`config.mk`:
```
export PLATFORM = sky130hd
export DESIGN_NAME = memory_map_decoder_remap
export DESIGN_NICKNAME = d
export VERILOG_FILES = /design/src/mem_map_pkg.sv /design/src/memory_map_decoder_remap.sv
export VERILOG_INCLUDE_DIRS = /design/src
export SDC_FILE = /design/constraint.sdc
export NUM_CORES = 1
export LEC_CHECK = 0
export BUFFER_PORTS_ARGS = -buffer_cell sky130_fd_sc_hd__buf_2
export CELL_PAD_IN_SITES_DETAIL_PLACEMENT = 1
export CELL_PAD_IN_SITES_GLOBAL_PLACEMENT = 1
export CORE_MARGIN = 5
export CORE_UTILIZATION = 33
export CTS_CLUSTER_SIZE = 8
export DETAILED_ROUTE_END_ITERATION = 6
export HOLD_SLACK_MARGIN = 0.06
export PLACE_DENSITY = 0.86
export SLEW_MARGIN = 15
export SYNTH_ARGS = -nofsm -noshare
export SYNTH_HDL_FRONTEND = slang
export SYNTH_SLANG_ARGS = --single-unit
```
`constraint.sdc`:
```
create_clock -name clk_sys -period 3.01 [get_ports clk_sys]
set_input_delay 0.602 -clock clk_sys [delete_from_list [all_inputs] [get_ports clk_sys]]
set_output_delay 0.602 -clock clk_sys [all_outputs]
set_load 0.02 [all_outputs]
```
`src/mem_map_defs.svh`:
```
// Address map constants for the first-level memory map decoder
`ifndef MEM_MAP_DEFS_SVH
`define MEM_MAP_DEFS_SVH

// ----------------------------------------------------------------------
// Bank decode
// ----------------------------------------------------------------------
`define BANK_MSB            31
`define BANK_LSB            28
`define BANK_INTERNAL       4'h0
`define BANK_EXT_FIRST      4'h1
`define BANK_EXT_LAST       4'h6
`define BANK_DRAM           4'h7
`define BANK_PERIPH         4'hF

// ----------------------------------------------------------------------
// Internal memory area, second-level decode (1 MB regions in bank 0)
// ----------------------------------------------------------------------
`define REGION_MSB          27
`define REGION_LSB          20
`define REGION_ZERO         8'h00
`define REGION_INSTR        8'h01
`define REGION_DATA         8'h02
`define REGION_BUSONLY      8'h03
`define REGION_ROM          8'h04

// ----------------------------------------------------------------------
// Memory sizes in bytes
// ----------------------------------------------------------------------
`define SRAM_BYTES          32'h0001_0000
`define SRAM_HALF_BYTES     32'h0000_8000
`define SRAM_BLOCK_BYTES    32'h0000_4000
`define ROM_BYTES           32'h0001_0000

// ----------------------------------------------------------------------
// Partition encodings
// ----------------------------------------------------------------------
`define SPLIT_BUS_ONLY      2'h0
`define SPLIT_DATA_ALL      2'h1
`define SPLIT_HALF_HALF     2'h2

// ----------------------------------------------------------------------
// Reset values
// ----------------------------------------------------------------------
`define RESET_SPLIT         2'h0
`define RESET_WAIT          1'h0
`define RESET_REMAP         1'h0

`endif

```
`src/mem_map_pkg.sv`:
```
// Types shared by the memory map decoder
package mem_map_pkg;

    // Destination of a decoded access
    typedef enum logic [3:0] {
        TGT_NONE,
        TGT_EXT,
        TGT_DRAM,
        TGT_SRAM,
        TGT_ROM,
        TGT_PERIPH,
        TGT_ALT_BOOT,
        TGT_ABORT
    } target_t;

    // Wait-state sequencer state
    typedef enum logic [0:0] {
        ST_IDLE,
        ST_WAIT
    } wait_state_t;

endpackage : mem_map_pkg

```
`src/memory_map_decoder_remap.sv`:
```
// First-level address decoder with remap and coupled SRAM partitioning
// Summary of operation
// - Top four address bits select sixteen banks
// - Banks one to six drive external selects
// - Bank seven drives the DRAM chip select
// - Bank zero decodes internal area in 1 MB regions
// - Bank fifteen goes to peripheral bridge
// - Unmapped addresses return an abort response
// - SRAM is 64 KB, four 16 KB blocks
// - Bus-only SRAM at 0x300000, also zero after remap
// - ROM always answers at 0x400000
// - Boot select aliases ROM at zero before remap
// - Three legal SRAM partition splits only
// - Instr, data and bus-only parts at 0x100000, 0x200000, 0x300000
// - Wait bit adds one wait state to in-range coupled accesses
// - Bus-only part at zero for processor masters
// - SRAM serves coupled and bus ports
// - Data part stays reachable by all masters
`include "mem_map_defs.svh"

module memory_map_decoder_remap
    import mem_map_pkg::*;
(
    input  wire logic        clk_sys,               // Bus clock
    input  wire logic        resetn,                // Async reset, low
    input  wire logic        bus_valid,             // Bus access request
    input  wire logic [31:0] bus_addr,              // Bus access address
    input  wire logic        bus_master_cpu,        // Master is processor
    input  wire logic        coupled_valid,         // Coupled port access
    input  wire logic        coupled_is_instr,      // Coupled instr side
    input  wire logic [15:0] coupled_addr,          // Coupled byte offset
    input  wire logic        remap_cmd,             // One-shot remap request
    input  wire logic        boot_memory_select,    // Boot select pin
    input  wire logic [1:0]  coupled_map_config,    // Partition select
    input  wire logic        coupled_mem_wait_state,// Extra wait enable
    output logic [5:0]       ext_select_n,          // Ext selects, low
    output logic             dram_chip_select_n,    // DRAM select, low
    output logic             periph_select,         // Peripheral bridge
    output logic             sram_bus_select,       // SRAM bus port
    output logic [15:0]      sram_bus_offset,       // SRAM array offset
    output logic             rom_select,            // Internal ROM
    output logic             alt_boot_select,       // Alternate boot
    output logic             bus_abort,             // Error response
    output logic             bus_ready,             // Bus access done
    output logic             coupled_sram_select,   // Coupled SRAM hit
    output logic             coupled_abort,         // Coupled out of range
    output logic             coupled_ready,         // Coupled access done
    output logic             remapped,              // Remap state
    output logic [1:0]       split_active           // Partition in force
);

    // ------------------------------------------------------------------
    // Pin synchronisers
    // ------------------------------------------------------------------
    logic boot_meta_q;   // First stage, read only by second
    logic boot_sync_q;   // Synchronised boot select
    logic boot_sync_d;
    logic boot_strap_q;  // Boot select caught after reset
    logic boot_strap_d;
    logic [1:0] strap_cnt_q;  // Edges since release, saturates
    logic [1:0] strap_cnt_d;

    // Next values for the strap capture
    always_comb begin
        boot_sync_d  = boot_meta_q;
        strap_cnt_d  = strap_cnt_q + {1'h0, ~&strap_cnt_q};
        // Load for three edges, so both stages hold the pin first
        boot_strap_d = &strap_cnt_q ? boot_strap_q : boot_sync_q;
    end

    // Registers of the strap capture
    always_ff @(posedge clk_sys or negedge resetn) begin
        if (!resetn) begin
            boot_meta_q  <= 1'h0;
            boot_sync_q  <= 1'h0;
            boot_strap_q <= 1'h0;
            strap_cnt_q  <= 2'h0;
        end else begin
            boot_meta_q  <= boot_memory_select;
            boot_sync_q  <= boot_sync_d;
            boot_strap_q <= boot_strap_d;
            strap_cnt_q  <= strap_cnt_d;
        end
    end

    // ------------------------------------------------------------------
    // Remap and configuration state
    // ------------------------------------------------------------------
    logic       remap_q;   // Set by remap command
    logic       remap_d;
    logic [1:0] split_q;   // Legal partition selection
    logic [1:0] split_d;
    logic       wait_q;    // Coupled wait-state enable
    logic       wait_d;

    // Next values for remap and configuration
    always_comb begin
        remap_d = remap_q | remap_cmd;
        split_d = split_q;
        // Illegal codes are ignored, keeping the last legal split
        unique case (coupled_map_config)
            `SPLIT_BUS_ONLY,
            `SPLIT_DATA_ALL,
            `SPLIT_HALF_HALF: split_d = coupled_map_config;
            default:          split_d = split_q;
        endcase
        wait_d = coupled_mem_wait_state;
    end

    // Registers of remap and configuration
    always_ff @(posedge clk_sys or negedge resetn) begin
        if (!resetn) begin
            remap_q <= `RESET_REMAP;
            split_q <= `RESET_SPLIT;
            wait_q  <= `RESET_WAIT;
        end else begin
            remap_q <= remap_d;
            split_q <= split_d;
            wait_q  <= wait_d;
        end
    end

    // ------------------------------------------------------------------
    // Partition sizes
    // ------------------------------------------------------------------
    logic [31:0] instr_size;   // Instruction-coupled bytes
    logic [31:0] data_size;    // Data-coupled bytes
    logic [31:0] busonly_size; // Bus-only bytes

    // Sizes per split; all parts total 64 KB of four blocks
    always_comb begin
        instr_size   = 32'h0000_0000;
        data_size    = 32'h0000_0000;
        busonly_size = 32'h0000_0000;
        unique case (split_q)
            `SPLIT_DATA_ALL: begin
                data_size = `SRAM_BYTES;
            end
            `SPLIT_HALF_HALF: begin
                instr_size = `SRAM_HALF_BYTES;
                data_size  = `SRAM_HALF_BYTES;
            end
            default: begin
                busonly_size = `SRAM_BYTES;
            end
        endcase
    end

    // ------------------------------------------------------------------
    // Bus decode
    // ------------------------------------------------------------------
    logic [3:0]  bank;       // Bank number
    logic [7:0]  region;     // 1 MB region in bank 0
    logic [31:0] low;        // Offset in region
    target_t     tgt;        // Decoded destination
    logic [2:0]  ext_idx;    // External select index
    logic [15:0] sram_off;   // Offset into SRAM arrays

    assign bank   = bus_addr[`BANK_MSB:`BANK_LSB];
    assign region = bus_addr[`REGION_MSB:`REGION_LSB];
    assign low    = {12'h000, bus_addr[19:0]};
    assign ext_idx = 3'(bank - `BANK_EXT_FIRST);

    // Destination and array offset for a bus access
    always_comb begin
        tgt      = TGT_NONE;
        sram_off = 16'h0000;
        if (bus_valid) begin
            tgt = TGT_ABORT;
            if (bank >= `BANK_EXT_FIRST && bank <= `BANK_EXT_LAST) begin
                tgt = TGT_EXT;
            end else if (bank == `BANK_DRAM) begin
                tgt = TGT_DRAM;
            end else if (bank == `BANK_PERIPH) begin
                tgt = TGT_PERIPH;
            end else if (bank == `BANK_INTERNAL) begin
                unique case (region)
                    `REGION_ZERO: begin
                        if (remap_q) begin
                            // Only processor masters see SRAM at zero
                            if (bus_master_cpu &&
                                low < busonly_size) begin
                                tgt      = TGT_SRAM;
                                sram_off = low[15:0];
                            end
                        end else if (boot_strap_q) begin
                            if (low < `ROM_BYTES) tgt = TGT_ROM;
                        end else begin
                            tgt = TGT_ALT_BOOT;
                        end
                    end
                    `REGION_INSTR: begin
                        if (low < instr_size) begin
                            tgt      = TGT_SRAM;
                            sram_off = low[15:0];
                        end
                    end
                    `REGION_DATA: begin
                        if (low < data_size) begin
                            tgt      = TGT_SRAM;
                            sram_off = 16'(low + instr_size);
                        end
                    end
                    `REGION_BUSONLY: begin
                        if (low < busonly_size) begin
                            tgt      = TGT_SRAM;
                            sram_off = low[15:0];
                        end
                    end
                    `REGION_ROM: begin
                        if (low < `ROM_BYTES) tgt = TGT_ROM;
                    end
                    default: tgt = TGT_ABORT;
                endcase
            end
        end
    end

    // ------------------------------------------------------------------
    // Bus-side select registers
    // ------------------------------------------------------------------
    logic [5:0]  ext_n_d;
    logic [5:0]  ext_n_q;
    logic        dram_n_d;
    logic        dram_n_q;
    logic [6:0]  bus_sel_d;  // periph,sram,rom,alt,abort,ready,spare
    logic [6:0]  bus_sel_q;
    logic [15:0] off_q;

    // Registered selects, one cycle after the request
    always_comb begin
        ext_n_d  = 6'h3F;
        if (tgt == TGT_EXT) ext_n_d[ext_idx] = 1'h0;
        dram_n_d = (tgt != TGT_DRAM);
        bus_sel_d = {tgt == TGT_PERIPH, tgt == TGT_SRAM,
                     tgt == TGT_ROM, tgt == TGT_ALT_BOOT,
                     tgt == TGT_ABORT, tgt != TGT_NONE, 1'h0};
    end

    // Select registers
    always_ff @(posedge clk_sys or negedge resetn) begin
        if (!resetn) begin
            ext_n_q   <= 6'h3F;
            dram_n_q  <= 1'h1;
            bus_sel_q <= 7'h00;
            off_q     <= 16'h0000;
        end else begin
            ext_n_q   <= ext_n_d;
            dram_n_q  <= dram_n_d;
            bus_sel_q <= bus_sel_d;
            off_q     <= sram_off;
        end
    end

    // ------------------------------------------------------------------
    // Coupled port with optional wait state
    // ------------------------------------------------------------------
    wait_state_t cst_q;      // Wait sequencer state
    wait_state_t cst_d;
    logic        c_hit;      // Coupled access in range
    logic        c_sel_d;
    logic        c_sel_q;
    logic        c_abt_d;
    logic        c_abt_q;
    logic        c_rdy_d;
    logic        c_rdy_q;

    // Range check against the coupled part in use
    assign c_hit = coupled_is_instr ?
                   ({16'h0000, coupled_addr} < instr_size) :
                   ({16'h0000, coupled_addr} < data_size);

    // Coupled sequencer, holds in-range accesses one extra cycle when enabled
    always_comb begin
        cst_d   = cst_q;
        c_sel_d = 1'h0;
        c_abt_d = 1'h0;
        c_rdy_d = 1'h0;
        unique case (cst_q)
            ST_IDLE: begin
                if (coupled_valid) begin
                    c_sel_d = c_hit;
                    if (wait_q && c_hit) begin
                        cst_d = ST_WAIT;
                    end else begin
                        c_abt_d = !c_hit;
                        c_rdy_d = 1'h1;
                    end
                end
            end
            ST_WAIT: begin
                c_sel_d = 1'h1;
                c_rdy_d = 1'h1;
                cst_d   = ST_IDLE;
            end
        endcase
    end

    // Coupled registers
    always_ff @(posedge clk_sys or negedge resetn) begin
        if (!resetn) begin
            cst_q   <= ST_IDLE;
            c_sel_q <= 1'h0;
            c_abt_q <= 1'h0;
            c_rdy_q <= 1'h0;
        end else begin
            cst_q   <= cst_d;
            c_sel_q <= c_sel_d;
            c_abt_q <= c_abt_d;
            c_rdy_q <= c_rdy_d;
        end
    end

    // ------------------------------------------------------------------
    // Outputs, all straight from flip-flops
    // ------------------------------------------------------------------
    assign ext_select_n        = ext_n_q;
    assign dram_chip_select_n  = dram_n_q;
    assign periph_select       = bus_sel_q[6];
    assign sram_bus_select     = bus_sel_q[5];
    assign rom_select          = bus_sel_q[4];
    assign alt_boot_select     = bus_sel_q[3];
    assign bus_abort           = bus_sel_q[2];
    assign bus_ready           = bus_sel_q[1];
    assign sram_bus_offset     = off_q;
    assign coupled_sram_select = c_sel_q;
    assign coupled_abort       = c_abt_q;
    assign coupled_ready       = c_rdy_q;
    assign remapped            = remap_q;
    assign split_active        = split_q;

endmodule : memory_map_decoder_remap

```
==> results of run 1 <==
[critical path: stages, from the launching register on]
cell	delay, ns
dfrtp_1	0.38
inv_1	0.06
ha_1	0.22
ha_1	0.22
nand2b_1	0.17
a2111oi_0	0.46
a211oi_1	0.14
o311a_2	0.47
and2_1	0.20
[placed cells by master, fill, tap and decap left out, drive strengths merged, types with 2 or more instances in the layout]
cell type	netlist	routed
or3	3	3
a21oi	2	2
or2	2	2
ha	8	8
a311oi	2	2
nor2	9	9
nor4	3	3
clkbuf	2	6
a2111oi	2	2
a21o	2	2
inv	12	12
nor3	2	2
nor2b	3	3
buf	1	78
a21boi	2	2
o311a	2	2
and2	15	15
nand2	9	9
o21ai	2	2
nor3b	4	4
dfstp	7	7
nand3	7	7
and3	3	3
nand2b	3	3
dfrtp	35	35
[worst min-delay path by stage]
stage,start,end,slack (ns),cells after the start
after global placement,boot_meta_q$_DFF_PN0_,boot_sync_q$_DFF_PN0_,0.33,0
after global routing,boot_meta_q$_DFF_PN0_,boot_sync_q$_DFF_PN0_,0.36,0
after detailed placement,boot_meta_q$_DFF_PN0_,boot_sync_q$_DFF_PN0_,0.34,0
after CTS,boot_meta_q$_DFF_PN0_,boot_sync_q$_DFF_PN0_,0.35,0
final,boot_meta_q$_DFF_PN0_,boot_sync_q$_DFF_PN0_,0.35,0
after floorplan,resetn,boot_meta_q$_DFF_PN0_,0.31,0
[state kept, by name, summed over array words and instances, names as in the netlist]
signal / flops
remapped: 1
cst_q: 1
split_active: 2
bus_sel_q: 6
coupled_ready: 1
boot_meta_q: 1
boot_sync_q: 1
dram_chip_select_n: 1
ext_select_n: 6
sram_bus_offset: 16
coupled_sram_select: 1
boot_strap_q: 1
strap_cnt_q: 2
wait_q: 1
coupled_abort: 1
[power groups by stage]
stage                     logic [uW]  clock network (uW)  registers (uW)
after CTS                        132                 390             584
after global routing             147                 418             586
after global placement           128                   0             595
after floorplan                 49.0                   0             608
after detailed placement         132                   0             595
final                            130                 371             584
[per-stage QoR]
step / total power [uW] / utilization (%) / cell area, um2 / hold slack (ns) / setup WS, ns
floorplan: 657 / - / 1820 / 0.306 / 0.688
global placement: 723 / 42.0 / 2280 / 0.335 / 0.434
detailed placement: 727 / 42.0 / 2280 / 0.336 / 0.372
CTS: 1110 / 43.8 / 2380 / 0.354 / 0.572
global route: 1150 / 43.8 / 2380 / 0.361 / 0.362
finish: 1090 / 43.8 / 2380 / 0.351 / 0.596
[routing by layer]
metal,vias to the layer above,part of all wire (%),track usage [%],wire length (um)
met5,-,0,0,0
met4,0,0,2.63,0
li1,699,-,-,-
met1,681,40,14.8,1760
met2,41,53,22.3,2280
met3,0,7.0,5.10,303
[cell type report]
cell class	count	area [um2]
clock buffer	6	82.6
clock inverter	2	12.5
fill	644	3060
inverter	12	45.0
multi-input combinational	99	699
sequential	42	1060
tap	72	90.1
timing repair buffer	78	390
[kinds of logic after synthesis]
family,Yosys count
simple gates,68
xor+xnor,1
fa+ha+maj,8
mux,1
flops,42
compound gates,21
buf+inv,15
==> flow_metrics.tcl, run 1 <==
set metrics [dict create \
    yosys.area.top_type "dfrtp_1" \
    synth_edf_count 0 \
    synth_flop_cell "dfrtp_1" \
    finalSetupViolCount 0 \
    clkTransAtPathRegs_ns 0.08 \
    ant_nets 0 \
    yosysSeqAreaShare_pct 58.1 \
    power_leakage_uw 0.00121 \
    drcViolationCount 0 \
    dpl.hpwl_um 3500 \
    start_kind "register" \
    yosysMostFrequentCell "dfrtp_1" \
    track_usage_pct 12.8 \
    synth.avg_cell_area_um2 11.7 \
    synth.top_cell.area_share_pct 48.0 \
    num_io_pins 94 \
    tns_ns 0 \
    p_comb_share_pct 11.9 \
    ys.warnings.count 0 \
    nets 305 \
    rows 27 \
    fin_crit_sh_pct 80.2 \
    syn_inst 156 \
    grt_pass1_wl_um 7200 \
    cts_root_buf "clkbuf_8" \
    port_buffers 78 \
    fin_crit_ns 2.41 \
    synth_cell_types 42 \
    placed_cells 303 \
    synth_top_family_by_area "simple AND/OR/NAND/NOR gates" \
    clock.fmax_mhz 414 \
    synth_area_um2 1820 \
    vias_per_cell 4.57 \
    finalHoldViolations 0 \
    cp.arrival_ns 2.60 \
    synth_adder_area_share_pct 5.49 \
    worst_setup_path_end_kind "register" \
    final_max_slew_viol_count 0 \
    path_class "reg2reg" \
    grt_max_degree 43 \
    synthTopCellsByCount "dfrtp_1, and2_1, inv_1" \
    wl_per_cell_um 14.0 \
    cts_tree "built" \
    drive_gt1_share_pct 42.7 \
    worstSkewPairLatency_ns 0.29 \
    grt-ovfl-total 0 \
    critPathMaxFanout 15 \
    seqPwrFrac_pct 53.8 \
    die_w_um 84.3 \
    r2r-end "sram_bus_offset[3]$_DFF_PN0_" \
    synth-compound-area-share_pct 9.61 \
    coreArea_um2 5440 \
    reg2regPathDepth 8 \
    async_reset_ff_share_pct 100 \
    synthMuxAreaShare_pct 0.618 \
    ys_ff_latch 42 \
    cp.required_ns 3.19 \
    critPathLaunch "split_active[0]$_DFFE_PN0P_" \
    dr.first_iter.drc_count 68 \
    rsz0062_at_grt "no" \
    dieArea_um2 7110 \
    h-tree-depth 2 \
    postCtsSetupBuffers 0 \
    outcome "finished clean" \
    min_path_type "reg2reg" \
    reg2reg_from "split_active[0]$_DFFE_PN0P_" \
    max-clock-path-buffers 2 \
    synthTopCellsByArea "dfrtp_1, dfstp_2, ha_1" \
    peakVddDrop_mv 0.326 \
    intPower_uw 816 \
    die_h_um 84.3 \
    gp_congestion 0.771 \
    cp-endpoint "sram_bus_offset[3]$_DFF_PN0_" \
    power_density_nw_per_um2 456 \
    ctsHoldBuffers 0 \
    cts_buffers 5 \
    drt_first_pass_iters 4 \
    switching_share_pct 24.8 \
    yosys.area_share.simple_pct 22.2 \
    maxCapViolCount 0 \
    worst_slew_pin_slew_ns 0.909 \
    grt_pass1_vias 1528 \
    ctsResizeCount 0 \
    antenna_found_initial 0 \
    p_switching_uw 270 \
    reg2reg_slack_ns 0.60 \
    routed_wl_um 4340 \
    max_slew_margin_pct 39.4 \
    initial_core_util_pct 33.5 \
    fin_worst_skew_ns 0.00794 \
    cts.sinks 42 \
    area_delta_synth_final_pct 30.5 \
    vias 1421 \
    syn_nets 223 \
    p_clk_share_pct 34.2 \
    final_cells 311 \
    num_antenna_cells 0 \
    synthXorXnorAreaFrac_pct 0.480 \
]
No activity file was read; power rests on OpenSTA's default activity.
==> inputs of run 2 (changes only) <==
==> constraint.sdc (replaced) <==
create_clock -name clk_sys -period 2.5 [get_ports clk_sys]
set_input_delay 0.5 -clock clk_sys [delete_from_list [all_inputs] [get_ports clk_sys]]
set_output_delay 0.5 -clock clk_sys [all_outputs]
set_load 0.02 [all_outputs]
==> flow_metrics.tcl, run 2 (synthesis gave the netlist of run 1 again) <==
set metrics [dict create \
    outcome "finished clean" \
    cp_cell_sequence "inv_1 -> ha_1 -> ha_1 -> nand2b_1 -> a2111oi_1 -> a211oi_1 -> a311o_1 -> nor3_2" \
    worst_slew_pin_slew_ns 0.896 \
    drt_first_pass_iters 4 \
    nets 309 \
    track_usage_pct 12.9 \
    utilization_pct 44.4 \
    antenna_found_initial 0 \
    min_path_type "in2reg" \
    rows 27 \
    cp.required_ns 2.70 \
    grt_max_degree 43 \
    die_h_um 84.3 \
    cp.arrival_ns 2.55 \
    cpPeakStageDelay_ns 0.45 \
    fillers 647 \
    clock.fmax_mhz 426 \
    mostFrequentLayoutCell "buf_2" \
    dpl.hpwl_um 3540 \
    ctsHoldBuffers 0 \
    power_leakage_uw 0.00123 \
    regArea_um2 1060 \
    dieArea_um2 7110 \
    power_density_nw_per_um2 530 \
    drive_gt1_share_pct 43.2 \
    wl_per_cell_um 14.0 \
    routed_wl_um 4410 \
    dp_slack_ns 0.0771 \
    fin_crit_sh_pct 93.9 \
    stdcell_area_um2 2410 \
    hp-start "boot_memory_select" \
    critPathTopFamily "compound AO/OA/AOI/OAI gates" \
    path_class "reg2reg" \
    area_delta_synth_final_pct 32.3 \
    finalHoldViolations 0 \
    cts_tree "built" \
    initial_core_util_pct 33.5 \
    cts_buffers 5 \
    multiInputGateArea_um2 711 \
    num_io_pins 94 \
    start_kind "register" \
    reg2reg_from "split_active[0]$_DFFE_PN0P_" \
    die_w_um 84.3 \
    drcViolationCount 0 \
    num_antenna_cells 0 \
    total_power_uw 1280 \
    cts.sinks 42 \
    place_area_um2 2310 \
    fin_worst_skew_ns 0.00752 \
    ant_nets 0 \
    h-tree-depth 2 \
    tns_ns 0 \
    grt_pass1_wl_um 7440 \
    dr.first_iter.drc_count 59 \
    finalSetupViolCount 0 \
    worst_setup_path_end_kind "register" \
    grt_pass1_vias 1585 \
    largest_reg_flops 16 \
    critPathLaunch "split_active[0]$_DFFE_PN0P_" \
    max_slew_margin_pct 40.3 \
    worstSkewPairLatency_ns 0.28 \
    critPathMaxFanout 5 \
    max-clock-path-buffers 2 \
    rsz0062_at_grt "yes" \
    cp_num_buf_inv 1 \
    cts_root_buf "clkbuf_8" \
    crit_path_frequent_cell "ha_1" \
    final_max_slew_viol_count 0 \
    grt-ovfl-total 0 \
    fin_ws_ns 0.151 \
    final_cell_mix "buf_2, dfrtp_1, and2_1" \
    peakVddDrop_mv 0.307 \
    fin_crit_ns 2.35 \
    clkTransAtPathRegs_ns 0.08 \
    coreArea_um2 5440 \
    port_buffers 78 \
    vias_per_cell 4.62 \
    vias 1455 \
    gp_congestion 0.817 \
    maxCapViolCount 0 \
    slowest_stage "a311o_1" \
]
==> run 2: cell types whose count changed in the layout (fill, tap and decap cells not counted), sizes merged <==
cell      previous run  this run
clkinvlp             1         0
buf                 78        82
clkinv               1         2
==> run 2: power breakdown <==
| part | switching [uW] | internal [uW] |
|---|---|---|
| clock network | 215 | 197 |
| logic | 96.7 | 65.8 |
| registers | 6.22 | 697 |
==> run 2: per-layer routing <==
metal	vias up	GRT usage (%)	routed length [um]
li1	711	-	-
met1	684	15.1	1770
met2	51	22.1	2240
met3	9	4.12	303
met4	0	4.39	93
met5	-	0	0
==> run 2: timing repair <==
item,4_1_cts,5_1_grt
endpoints found under the hold margin,0,0
resized for setup,0,2
buffers inserted,0,0
endpoints found under the setup margin,0,17
==> run 2: through the flow <==
step	std cells	hold slack [ns]
2_1_floorplan	156	0.204
3_3_place_gp	307	0.334
3_5_place_dp	307	0.336
5_1_grt	315	0.293
4_1_cts	315	0.304
6_report	315	0.314
==> run 2: cell type report <==
class	count	share of cell area (%)
well taps	72	3.73
repair buffers	82	17.4
multi-input cells	99	29.5
flip-flops and latches	42	43.9
clock buffers	6	3.01
inverters	12	1.87
clock inverters	2	0.571
==> run 2: final timing paths <==
path | to | slack, ns | cells past startpoint
max | bus_sel_q[4]$_DFF_PN0_ | 0.15 | 8
min | boot_meta_q$_DFF_PN0_ | 0.31 | 1
max reg2reg | bus_sel_q[4]$_DFF_PN0_ | 0.15 | 8
min reg2reg | boot_sync_q$_DFF_PN0_ | 0.35 | 0
max in group asynchronous | bus_sel_q[1]$_DFF_PN0_ | 1.60 | 1
min in group asynchronous | coupled_abort$_DFF_PN0_ | 0.34 | 1
==> run 2: worst reg2reg max path, stage by stage (launching register included) <==
cell and delay, ns:
dfrtp_1 0.38, inv_1 0.07, ha_1 0.22, ha_1 0.22, nand2b_1 0.17, a2111oi_1 0.41
a211oi_1 0.14, a311o_1 0.45, nor3_2 0.21
